$ cat config.mk
export PLATFORM = sky130hd
export DESIGN_NAME = fppc_top
export DESIGN_NICKNAME = d
export VERILOG_FILES = /design/src/core/fppc_pkg.sv /design/src/core/fppc_top.sv
export VERILOG_INCLUDE_DIRS = /design/src /design/src/core
export SDC_FILE = /design/constraint.sdc
export NUM_CORES = 1
export LEC_CHECK = 0
export BUFFER_PORTS_ARGS = -buffer_cell sky130_fd_sc_hd__buf_4
export CAP_MARGIN = 20
export CORE_UTILIZATION = 45
export CTS_CLUSTER_DIAMETER = 60
export DETAILED_ROUTE_END_ITERATION = 8
export GPL_ROUTABILITY_DRIVEN = 0
export GPL_TIMING_DRIVEN = 0
export PLACE_DENSITY = 0.6
export REMOVE_ABC_BUFFERS = 1
export SLEW_MARGIN = 15
export SYNTH_ARGS = -nofsm -noshare
export SYNTH_HDL_FRONTEND = slang
export SYNTH_SLANG_ARGS = --single-unit
export TNS_END_PERCENT = 30
$ cat constraint.sdc
create_clock -name ref_clk -period 3.83 [get_ports ref_clk]
set_input_delay 0.9575 -clock ref_clk [delete_from_list [all_inputs] [get_ports ref_clk]]
set_output_delay 0.9575 -clock ref_clk [all_outputs]
set_load 0.02 [all_outputs]
$ cat src/core/fppc_map.svh
// timing constants and codes for the front panel protection control block
// assumes ref_clk at 100 MHz; included by bare name
`ifndef FPPC_MAP_SVH
`define FPPC_MAP_SVH
`define FPPC_CLK_HZ 100000000
`define FPPC_UNLOCK_HOLD_MS 4000
`define FPPC_UNLOCK_HOLD_CYC ((`FPPC_CLK_HZ / 1000) * `FPPC_UNLOCK_HOLD_MS)
`define FPPC_DISP_TIMEOUT_MS 10000
`define FPPC_DISP_TIMEOUT_CYC ((`FPPC_CLK_HZ / 1000) * `FPPC_DISP_TIMEOUT_MS)
`define FPPC_DEBOUNCE_US 5000
`define FPPC_DEBOUNCE_CYC ((`FPPC_CLK_HZ / 1000000) * `FPPC_DEBOUNCE_US)
`define FPPC_BLINK_MS 250
`define FPPC_BLINK_CYC ((`FPPC_CLK_HZ / 1000) * `FPPC_BLINK_MS)
`define FPPC_RES_FINE 2'h0
`define FPPC_RES_COARSE 2'h2
`define FPPC_FUNC_LAST 6'h0F
`define FPPC_NUM_KEYS 9
`endif

$ cat src/core/fppc_pkg.sv
// types shared by the front panel protection control block
// assumes nothing beyond the map header constants
package fppc_pkg;
  // debounced key set; bit order is also the raw key vector order
  typedef struct packed {
    logic resolution_key;
    logic recall;
    logic cancel;
    logic enter;
    logic output_key;
    logic up;
    logic down;
    logic func;
    logic select;
  } fppc_keys_t;
  typedef enum logic [1:0] {
    FPPC_VIEW_MEAS = 2'b00,
    FPPC_VIEW_SET = 2'b01,
    FPPC_VIEW_MENU = 2'b10
  } fppc_view_t;
  typedef struct packed {
    logic ready;
    logic remote;
    logic addressed;
    logic srq;
    logic overvoltage_trip;
    logic otp;
    logic overcurrent_trip;
    logic ocp_armed;
    logic panel_lock;
  } fppc_leds_t;
endpackage

$ cat src/core/fppc_top.sv
// front panel and protective shutdown control of a programmable supply
// assumes all inputs synchronous to ref_clk, raw keys active high
// Operation
// - overvoltage sets trip and turns output off
// - after overvoltage, output needs output-on command
// - overheat sets trip and deactivates output
// - recall startup re-enables output after cooling
// - long constant-current with arming trips overcurrent
// - lock lamp ignores bus local lockout
// - function key steps codes forward, up back
// - pending alternative blinks, enter commits
// - knob, select or recall key discards, leaves menu
// - non-blinking params apply; menu remembers entry
// - resolution key cycles three lowest digits
// - per-display step size, reset to fine
// - cancel during adjustment restores default view
// - remote lamp lit, panel ignored except cancel
// - local lockout blocks cancel return to local
// - cancel plus enter triggers default reset
// - cancel plus recall locks panel, lamp on
// - cancel held four seconds releases lock
// - trigger panel-lock setting blocks cancel too
// - ready steady, blinking, or off
// - addressed and service-request lamps follow bus
// - overcurrent-armed lamp follows arming only
// - setting view returns after ten seconds idle
`timescale 1ns/1ps
`include "fppc_map.svh"
module fppc_top #(
  parameter int unsigned HOLD_CYC = `FPPC_UNLOCK_HOLD_CYC,
  parameter int unsigned IDLE_CYC = `FPPC_DISP_TIMEOUT_CYC,
  parameter int unsigned DEB_CYC = `FPPC_DEBOUNCE_CYC,
  parameter int unsigned BLINK_CYC = `FPPC_BLINK_CYC,
  parameter int unsigned MEAS_W = 16,
  parameter int unsigned DLY_W = 32
) (
  input wire logic ref_clk,
  input wire logic sys_rst,
  input wire logic [`FPPC_NUM_KEYS-1:0] keys_raw,
  input wire logic knob_left_turn,
  input wire logic knob_right_turn,
  input wire logic [MEAS_W-1:0] meas_voltage,
  input wire logic [MEAS_W-1:0] overvoltage_threshold,
  input wire logic overheat,
  input wire logic cc_mode,
  input wire logic overcurrent_shutdown_armed,
  input wire logic [DLY_W-1:0] ocp_delay_cyc,
  input wire logic startup_recall,
  input wire logic output_on_cmd,
  input wire logic output_off_cmd,
  input wire logic remote_cmd,
  input wire logic local_lockout,
  input wire logic trigger_in,
  input wire logic trigger_panel_lock_setting,
  input wire logic self_test,
  input wire logic sequence_run,
  input wire logic bus_addressed,
  input wire logic bus_srq,
  input wire logic param_numeric,
  input wire logic param_blinks,
  output logic output_enable,
  output fppc_pkg::fppc_leds_t leds,
  output fppc_pkg::fppc_view_t left_view,
  output fppc_pkg::fppc_view_t right_view,
  output logic [5:0] func_code,
  output logic pend_blink,
  output logic param_commit,
  output logic param_step_up,
  output logic param_step_down,
  output logic [1:0] left_res,
  output logic [1:0] right_res,
  output logic default_reset
);
  // debounce state
  fppc_pkg::fppc_keys_t key_ff, nxt_key, prev_ff, nxt_prev, kp;
  logic [`FPPC_NUM_KEYS-1:0] same_ff, nxt_same;
  logic [31:0] deb_cnt_ff [`FPPC_NUM_KEYS];
  logic [31:0] nxt_deb_cnt [`FPPC_NUM_KEYS];
  // protection and panel state
  logic out_ff, nxt_out, ovp_ff, nxt_ovp, otp_ff, nxt_otp, ocp_ff, nxt_ocp;
  logic [DLY_W-1:0] cc_cnt_ff, nxt_cc_cnt;
  logic remote_ff, nxt_remote, lock_ff, nxt_lock;
  logic [31:0] hold_ff, nxt_hold, idle_ff, nxt_idle, blink_cnt_ff, nxt_blink_cnt;
  logic blink_ff, nxt_blink;
  fppc_pkg::fppc_view_t lv_ff, nxt_lv, rv_ff, nxt_rv;
  logic [5:0] code_ff, nxt_code;
  logic pend_ff, nxt_pend, commit_ff, nxt_commit, sup_ff, nxt_sup, sdn_ff, nxt_sdn;
  logic [1:0] lres_ff, nxt_lres, rres_ff, nxt_rres;
  logic rst_ff, nxt_rst, res_sel_ff, nxt_res_sel;
  fppc_pkg::fppc_leds_t leds_ff, nxt_leds;
  logic panel_off, cancel_blocked, knob;

  // step a resolution digit cyclically among the three lowest places
  function automatic logic [1:0] res_step(input logic [1:0] r);
    res_step = (r == `FPPC_RES_COARSE) ? `FPPC_RES_FINE : r + 2'h1;
  endfunction

  // a key level is accepted only after it stands still DEB_CYC cycles
  always_comb begin
    nxt_key = key_ff;
    nxt_same = same_ff;
    for (int i = 0; i < `FPPC_NUM_KEYS; i++) begin
      nxt_deb_cnt[i] = deb_cnt_ff[i];
      if (keys_raw[i] == key_ff[i]) begin
        nxt_deb_cnt[i] = 32'h0;
      end else if (deb_cnt_ff[i] >= DEB_CYC - 1) begin
        nxt_key[i] = keys_raw[i];
        nxt_deb_cnt[i] = 32'h0;
      end else begin
        nxt_deb_cnt[i] = deb_cnt_ff[i] + 32'h1;
      end
      nxt_same[i] = (keys_raw[i] == key_ff[i]);
    end
    nxt_prev = key_ff;
    kp = key_ff & ~prev_ff; // one-cycle press events
  end

  always_ff @(posedge ref_clk) begin
    if (sys_rst) begin
      key_ff <= '0;
      prev_ff <= '0;
      same_ff <= '0;
      for (int i = 0; i < `FPPC_NUM_KEYS; i++) begin
        deb_cnt_ff[i] <= 32'h0;
      end
    end else begin
      key_ff <= nxt_key;
      prev_ff <= nxt_prev;
      same_ff <= nxt_same;
      for (int i = 0; i < `FPPC_NUM_KEYS; i++) begin
        deb_cnt_ff[i] <= nxt_deb_cnt[i];
      end
    end
  end

  // output enable and the three trips; a new trip wins over output-on
  always_comb begin
    nxt_ovp = ovp_ff;
    nxt_otp = otp_ff;
    nxt_ocp = ocp_ff;
    nxt_out = out_ff;
    nxt_cc_cnt = (out_ff && cc_mode && overcurrent_shutdown_armed) ? cc_cnt_ff + 1'b1 : '0;
    if (output_on_cmd || (kp.output_key && !panel_off && !out_ff)) begin
      nxt_out = 1'b1; // on command or output key re-enables, as does recall after cooling
      nxt_ovp = 1'b0;
      nxt_ocp = 1'b0;
    end
    if (output_off_cmd || (kp.output_key && !panel_off && out_ff)) begin
      nxt_out = 1'b0;
    end
    if (otp_ff && !overheat) begin
      nxt_otp = 1'b0;
      if (startup_recall) begin
        nxt_out = 1'b1;
      end
    end
    if (meas_voltage > overvoltage_threshold) begin
      nxt_ovp = 1'b1;
      nxt_out = 1'b0;
    end
    if (overheat) begin
      nxt_otp = 1'b1;
      nxt_out = 1'b0;
    end
    if (out_ff && overcurrent_shutdown_armed && cc_mode && cc_cnt_ff >= ocp_delay_cyc) begin
      nxt_ocp = 1'b1; // re-enable needs output-on
      nxt_out = 1'b0;
      nxt_cc_cnt = '0;
    end
  end

  always_ff @(posedge ref_clk) begin
    if (sys_rst) begin
      out_ff <= 1'b0;
      ovp_ff <= 1'b0;
      otp_ff <= 1'b0;
      ocp_ff <= 1'b0;
      cc_cnt_ff <= '0;
    end else begin
      out_ff <= nxt_out;
      ovp_ff <= nxt_ovp;
      otp_ff <= nxt_otp;
      ocp_ff <= nxt_ocp;
      cc_cnt_ff <= nxt_cc_cnt;
    end
  end

  // remote/local, lock chords, menu, resolution and display timeout
  assign knob = knob_left_turn | knob_right_turn;
  assign panel_off = remote_ff | lock_ff;
  assign cancel_blocked = local_lockout | (trigger_panel_lock_setting & trigger_in);
  always_comb begin
    nxt_remote = remote_ff;
    nxt_lock = lock_ff;
    nxt_hold = 32'h0;
    nxt_lv = lv_ff;
    nxt_rv = rv_ff;
    nxt_code = code_ff;
    nxt_pend = pend_ff;
    nxt_commit = 1'b0;
    nxt_sup = 1'b0;
    nxt_sdn = 1'b0;
    nxt_lres = lres_ff;
    nxt_rres = rres_ff;
    nxt_rst = 1'b0;
    nxt_res_sel = res_sel_ff;
    nxt_idle = (lv_ff == fppc_pkg::FPPC_VIEW_MEAS && rv_ff == fppc_pkg::FPPC_VIEW_MEAS)
      ? 32'h0 : idle_ff + 32'h1;
    if (remote_cmd) begin
      nxt_remote = 1'b1;
    end else if (remote_ff && kp.cancel && !cancel_blocked) begin
      nxt_remote = 1'b0; // settings untouched
    end
    if (lock_ff && key_ff.cancel && !cancel_blocked) begin
      nxt_hold = hold_ff + 32'h1;
      if (hold_ff >= HOLD_CYC - 1) begin
        nxt_lock = 1'b0;
      end
    end
    if (trigger_panel_lock_setting && trigger_in) begin
      nxt_lock = 1'b1;
    end
    if (!panel_off) begin
      if (key_ff.cancel && kp.enter) begin
        nxt_rst = 1'b1;
        nxt_lres = `FPPC_RES_FINE;
        nxt_rres = `FPPC_RES_FINE;
      end else if (key_ff.cancel && kp.recall) begin
        nxt_lock = 1'b1;
      end else if (kp.cancel) begin
        nxt_lv = fppc_pkg::FPPC_VIEW_MEAS; // pending change dropped
        nxt_rv = fppc_pkg::FPPC_VIEW_MEAS;
        nxt_pend = 1'b0;
      end else if (lv_ff == fppc_pkg::FPPC_VIEW_MENU) begin
        if (kp.func) begin
          nxt_pend = 1'b0;
          nxt_code = key_ff.up ? ((code_ff == 6'h0) ? `FPPC_FUNC_LAST : code_ff - 6'h1)
            : ((code_ff == `FPPC_FUNC_LAST) ? 6'h0 : code_ff + 6'h1);
        end else if (kp.up || kp.down) begin
          nxt_pend = param_blinks; // non-blinking applies at once
          nxt_sup = kp.up;
          nxt_sdn = kp.down;
        end else if (kp.enter) begin
          nxt_commit = pend_ff;
          nxt_pend = 1'b0;
          nxt_lv = fppc_pkg::FPPC_VIEW_MEAS;
          nxt_rv = fppc_pkg::FPPC_VIEW_MEAS;
        end else if (kp.resolution_key && param_numeric) begin
          nxt_rres = res_step(rres_ff);
          nxt_idle = 32'h0;
        end else if (knob || kp.select || kp.recall) begin
          nxt_pend = 1'b0; // discard and leave
          nxt_lv = fppc_pkg::FPPC_VIEW_MEAS;
          nxt_rv = fppc_pkg::FPPC_VIEW_MEAS;
        end
      end else if (kp.func) begin
        nxt_lv = fppc_pkg::FPPC_VIEW_MENU; // code_ff kept: last entry
        nxt_rv = fppc_pkg::FPPC_VIEW_MENU;
        nxt_idle = 32'h0;
      end else begin
        if (knob_left_turn) begin
          nxt_lv = fppc_pkg::FPPC_VIEW_SET;
          nxt_res_sel = 1'b0;
          nxt_idle = 32'h0;
        end
        if (knob_right_turn) begin
          nxt_rv = fppc_pkg::FPPC_VIEW_SET;
          nxt_res_sel = 1'b1;
          nxt_idle = 32'h0;
        end
        if (kp.resolution_key) begin
          if (res_sel_ff) begin
            nxt_rres = res_step(rres_ff);
          end else begin
            nxt_lres = res_step(lres_ff);
          end
          nxt_idle = 32'h0;
        end
        if (kp.enter) begin
          nxt_lv = fppc_pkg::FPPC_VIEW_MEAS;
          nxt_rv = fppc_pkg::FPPC_VIEW_MEAS;
        end
      end
    end
    if (lv_ff == fppc_pkg::FPPC_VIEW_SET || rv_ff == fppc_pkg::FPPC_VIEW_SET) begin
      if (idle_ff >= IDLE_CYC - 1) begin
        nxt_lv = fppc_pkg::FPPC_VIEW_MEAS;
        nxt_rv = fppc_pkg::FPPC_VIEW_MEAS;
      end
    end
    nxt_blink_cnt = (blink_cnt_ff >= BLINK_CYC - 1) ? 32'h0 : blink_cnt_ff + 32'h1;
    nxt_blink = (blink_cnt_ff >= BLINK_CYC - 1) ? ~blink_ff : blink_ff;
    nxt_leds.ready = (self_test || sequence_run) ? blink_ff : !panel_off;
    nxt_leds.remote = remote_ff;
    nxt_leds.addressed = bus_addressed;
    nxt_leds.srq = bus_srq;
    nxt_leds.overvoltage_trip = ovp_ff;
    nxt_leds.otp = otp_ff;
    nxt_leds.overcurrent_trip = ocp_ff;
    nxt_leds.ocp_armed = overcurrent_shutdown_armed;
    nxt_leds.panel_lock = lock_ff; // bus lockout not shown
  end

  always_ff @(posedge ref_clk) begin
    if (sys_rst) begin
      remote_ff <= 1'b0;
      lock_ff <= 1'b0;
      hold_ff <= 32'h0;
      idle_ff <= 32'h0;
      lv_ff <= fppc_pkg::FPPC_VIEW_MEAS;
      rv_ff <= fppc_pkg::FPPC_VIEW_MEAS;
      code_ff <= 6'h0;
      pend_ff <= 1'b0;
      commit_ff <= 1'b0;
      sup_ff <= 1'b0;
      sdn_ff <= 1'b0;
      lres_ff <= `FPPC_RES_FINE;
      rres_ff <= `FPPC_RES_FINE;
      rst_ff <= 1'b0;
      res_sel_ff <= 1'b0;
      blink_cnt_ff <= 32'h0;
      blink_ff <= 1'b0;
      leds_ff <= '0;
    end else begin
      remote_ff <= nxt_remote;
      lock_ff <= nxt_lock;
      hold_ff <= nxt_hold;
      idle_ff <= nxt_idle;
      lv_ff <= nxt_lv;
      rv_ff <= nxt_rv;
      code_ff <= nxt_code;
      pend_ff <= nxt_pend;
      commit_ff <= nxt_commit;
      sup_ff <= nxt_sup;
      sdn_ff <= nxt_sdn;
      lres_ff <= nxt_lres;
      rres_ff <= nxt_rres;
      rst_ff <= nxt_rst;
      res_sel_ff <= nxt_res_sel;
      blink_cnt_ff <= nxt_blink_cnt;
      blink_ff <= nxt_blink;
      leds_ff <= nxt_leds;
    end
  end

  assign output_enable = out_ff;
  assign leds = leds_ff;
  assign left_view = lv_ff;
  assign right_view = rv_ff;
  assign func_code = code_ff;
  assign pend_blink = pend_ff;
  assign param_commit = commit_ff;
  assign param_step_up = sup_ff;
  assign param_step_down = sdn_ff;
  assign left_res = lres_ff;
  assign right_res = rres_ff;
  assign default_reset = rst_ff;
endmodule

# == After elaboration in Yosys (flattened, before gate mapping) ==
# Memory sizes are Yosys's and may differ from the RTL's.
# Cells that the tools add are included.
# word_totals
ram_bits,288
reg_bits,182
in_bits,93
mem_count,1
elab_cells,328
# memory_table
name,depth,width,read_ports,rd_clocked_by_memory_dff,wr,line,text
deb_cnt_ff,9,32,9,0,9,fppc_top.sv:77,logic [31:0] deb_cnt_ff [`FPPC_NUM_KEYS];
# op_classes
order_cmp,14
n_eq_ne,24
add_sub_neg,17
n_bitwise,35
n_mux,125
reduce_logical,63
# op_table
op,count
32-bit two-way mux,41
"32-bit by 1-bit adder with 32-bit output, second input constant",13
"32-bit by 19-bit >= comparator with 1-bit output, second input constant",9
2-bit two-way mux,50
"32-bit by 25-bit >= comparator with 1-bit output, second input constant",1
"32-bit by 29-bit >= comparator with 1-bit output, second input constant",1
"32-bit by 30-bit >= comparator with 1-bit output, second input constant",1
32-bit >= comparator,1
1-bit two-way mux,31
1-bit NOT,20
1-bit logical AND,18
6-bit two-way mux,3
2-bit AND reduction,9
16-bit > comparator,1
7-bit AND reduction,2
2-bit nonzero test,7
1-bit bitwise OR,12
6-bit AND reduction,2
9-bit bitwise AND,1
1-bit == test,9
9-bit NOT,1
9-bit AND reduction,1
9-bit OR reduction,1
8-bit OR reduction,1
21 further kinds,42

# == Logic depth before layout (Yosys ltp) ==
# depth
word_depth,16
mapped_depth,9
depth_no_buf,8

# == Worst setup path after synthesis ==
# OpenSTA, ideal clock, no wires.
# synth_path
path_type,input-to-reg
from,in overvoltage_threshold[2]
to,"reg out_ff, in the netlist output_enable"
setup_time_ns,0.059
setup_slack_ns,0.813
n_path_buf,0
required_time_ns,3.771
cell_stages,8
t_arrival_ns,2.958
path_cell_list,inv_1 ha_1 a21o_1 a221o_1 a221o_1 a2111o_1 a2111oi_2 o31a_1
# synth_between
elab_chain_len,2
# synth_lines
item,line,text
start: declaration,fppc_top.sv:43,"input wire logic [MEAS_W-1:0] overvoltage_threshold,"
16-bit > comparator,fppc_top.sv:157,if (meas_voltage > overvoltage_threshold) begin
4-bit OR reduction (no source line),-,
end signal: assignment,fppc_top.sv:180,out_ff <= nxt_out;
end: declaration,fppc_top.sv:80,"logic out_ff, nxt_out, ovp_ff, nxt_ovp, otp_ff, nxt_otp, ocp_ff, nxt_ocp;"
# Every way passes these cells.
# A chain may end at the register's enable or synchronous reset.

# == Final worst setup path ==
# layout_path
from,in ocp_delay_cyc[22]
to,reg cc_cnt_ff[8]
# layout_between
elab_chain_len,3
# layout_lines
item,line,text
start: declaration,fppc_top.sv:47,"input wire logic [DLY_W-1:0] ocp_delay_cyc,"
32-bit >= comparator,fppc_top.sv:165,if (out_ff && overcurrent_shutdown_armed && cc_mode && cc_cnt_ff >= ocp_delay_cyc) begin
1-bit logical AND,fppc_top.sv:165,
3-bit OR reduction (no source line),-,
end signal: assignment,fppc_top.sv:184,cc_cnt_ff <= nxt_cc_cnt;
end: declaration,fppc_top.sv:81,"logic [DLY_W-1:0] cc_cnt_ff, nxt_cc_cnt;"
# Every way passes these cells.

==> results.md <==
* Status: finished with violations
* Failing checks: design-rule violations
* Synth top area cells: dfxtp_1, nor2_1, xor2_1
* Die area at around 0.043 sq mm
* Pwr per Cell Area at 469.7 mW/mm^2
* Via density at 4.874
* Cells after synthesis at 2062
* Setup WS post-layout at approximately 0.94 ns
* Final Slew Violations at 0
* Max-cap violation count at 0
* Ys async rst share at 0%
* Crit path kind: input pin to flip-flop
* Critical Path RT at 4.28 ns
* Final period util at about three quarters
* Max Root-Sink Buffers at 3
* Largest net degree at the start of global routing at 61
* Clk sink count at 470
* Fin crit period at slightly below 3 ns
* Clk pwr share at 49.5%
* Most frequent cells in the layout: dfxtp_1, nor2_1, xor2_1
* Slew @ Worst Pin at roughly 0.88 ns
* Mapped Avg Cell Area at about 9.1 sq um
* Initial antenna violation count at 1
* Critical Path AT at around 3.3 ns
* DRC at 5
* Post-CTS Setup Inserts at 0
* Yosys warns at 0
* # nets final at 2480
* Critical-path maximum fanout at 20
* Hold buffer count at cts at 0
* Non-Filler Instances at around 2900
* Port bufs at 121
* Layout cells sized above 1 at between 9 and 10%
* Main synth FF type: dfxtp_1
* RSZ-0062 raised after global routing: no
* Sw Pwr at between 2 and 2.5 mW
* Setup TNS at 0 ns
* Commonest non-fill, non-tap cell in the layout: dfxtp_1
* Starting Density at a little under half
* GRT Util Overall at around 17%
* Max VDD drop at ~0.00029 V
* Top cell type's share of synthesized area at 50.03%
* Grt total ovfl at 0
* Hold Vio Cnt, Final at 0
* CTS buffer count at 51
* Fmax at ~350 MHz
* Worst-path cell chain: buf_4, inv_1, ha_1, and4_1, nand4_1, o41ai_1, o21a_1, buf_16, nor2_1
* Final WL at about 36 mm
* CP max-delay cell: o41ai_1
* Synthesized area at roughly 0.019 sq mm
* DP HPWL at 25.41 mm
* Sequential share of power at a little under half
* Post-synthesis sequential area ratio at 50.03%
* Vias in the first global route at around 13000
* Setup Slack @ Placement at ~0.29 ns
* Std cell rows at 74
* Die width at slightly above 200 um
* Sw Share at between 20% and 30%
* Initial DRC Count at 579
* N_diodes at 0
* Layout area overhead at 20.16%
* Area leader, netlist: dfxtp_1
* Critical path startpoint category: input pin
* Drt pass-1 iters at 7
* Worst skew pair latency at 0.58 ns
* Max transition margin at about two fifths
* Clock Pin Slew Worst Setup and Hold Paths at 0.06 ns
* Combinational share of power at 3.2%
* Post-synth EDFFs at 0
* Unique cell type count in the Yosys netlist at 64
* GR peak layer: met2
* Final setup fails at 0
* Antenna-violating nets left at 0
* Clock Skew at approximately 0.018 ns
* GR Layer Usage met2 at around 28%
* Internal cell power at ~8.4 mW
* Total number of vias at between 10000 and 15000
* DIE HEIGHT at approximately 210 um
* M1 GR Usage at between 20 and 25%
* Endpoint class of the critical path: flip-flop
* CTS tree: done
* H-tree levels at 2
* Io pins at approximately 120
* Worst min path class: flip-flop to flip-flop
* GR Util met3 at 3.958%
* Seq cells post-synth at 470
* Critical Path Max Stage Delay at approximately 0.69 ns
* First-pass GRT wire length at 60.10 mm
* Wire per inst at 12.29 um
* Post_cts resized at 0
* Core box area at between 0.04 and 0.05 sq mm
* Final Core Density at 55.10%
* CTS Root Cell: clkbuf_16
* Cells after DPL at 2803
* Lkg Pwr at about 8.6 nW
## cell usage after synthesis, drive strengths merged, types with 17 or more instances
cell type,n
and3,61
inv,71
nand2,144
nand2b,17
dfxtp,470
nand4,51
and4,28
nor4,30
nand3,137
nor2b,28
nor2,407
o21ai,26
xor2,162
a21oi,42
clkbuf,33
nor3,47
xnor2,108
ha,63
## worst paths after layout
kind	start	to	slack, ns	cells after the start
max reg2reg	cc_cnt_ff[0]	cc_cnt_ff[8]	1.06	9
min	hold_ff[0]	hold_ff[0]	0.44	1
max	ocp_delay_cyc[22]	cc_cnt_ff[8]	0.94	9
min reg2reg	hold_ff[0]	hold_ff[0]	0.44	1
## per-layer routing
| layer | up-vias | share of wire, % |
|---|---|---|
| met3 | 60 | 5.1 |
| met2 | 194 | 45 |
| met5 | - | 0.025 |
| met4 | 2 | 2.2 |
| li1 | 7406 | - |
| met1 | 6459 | 48 |
## sequential cells by signal, indices dropped and copies added, names as in the netlist, 2 cells and up
name	count
hold_ff	32
left_view	2
idle_ff	32
deb_cnt_ff	288
cc_cnt_ff	32
key_ff	9
right_res	2
blink_cnt_ff	32
leds	9
right_view	2
left_res	2
prev_ff	9
func_code	6
## cell type report
class / count / area (sq um)
Fill cell: 3764 / 18420
Multi-Input combinational cell: 1607 / 9467
Sequential cell: 470 / 9409
Clock buffer: 65 / 1439
Timing Repair Buffer: 123 / 940.9
Tap cell: 532 / 665.6
Clock inverter: 29 / 412.9
Inverter: 71 / 266.5
## metrics by stage
| stage | cell area (sq um) | power [mW] | hold slack (ns) |
|---|---|---|---|
| 3_5_place_dp | 20750 | 5.475 | 0.4353 |
| 2_1_floorplan | 19130 | 5.300 | 0.4132 |
| 3_3_place_gp | 20700 | 5.465 | 0.4237 |
| 6_report | 22600 | 10.62 | 0.4431 |
| 4_1_cts | 22600 | 10.77 | 0.4462 |
| 5_1_grt | 22600 | 11.02 | 0.4691 |
## power groups by stage
stage / combinational [mW] / sequential (mW) / clock, mW
after floorplan: 0.165 / 5.14 / 0
after global placement: 0.332 / 5.13 / 0
after detailed placement: 0.338 / 5.14 / 0
after CTS: 0.340 / 5.03 / 5.40
after global routing: 0.383 / 5.04 / 5.60
final: 0.338 / 5.03 / 5.25
## cells by family after synthesis
family                   count (synthesis)  share of synthesized area (%)
flip-flops                             470                          50.03
adder cells (fa/ha/maj)                 63                          4.191
AO/OA/AOI/OAI                          146                          5.255
other                                    1                        0.01994
multiplexers                            14                         0.7584
XOR/XNOR                               270                          12.57
AND/OR/NAND/NOR                        990                          25.01
buffers and inverters                  108                          2.162
## worst max-delay path: cells and delay by family
kind	cells	cell delay (ns)
AOI/OAI and AO/OA	2	1.28
buffers and inverters	3	0.34
adders and majority gates	1	0.30
and+or+nand+nor	3	0.44
No activity file was read; power rests on OpenSTA's default activity.
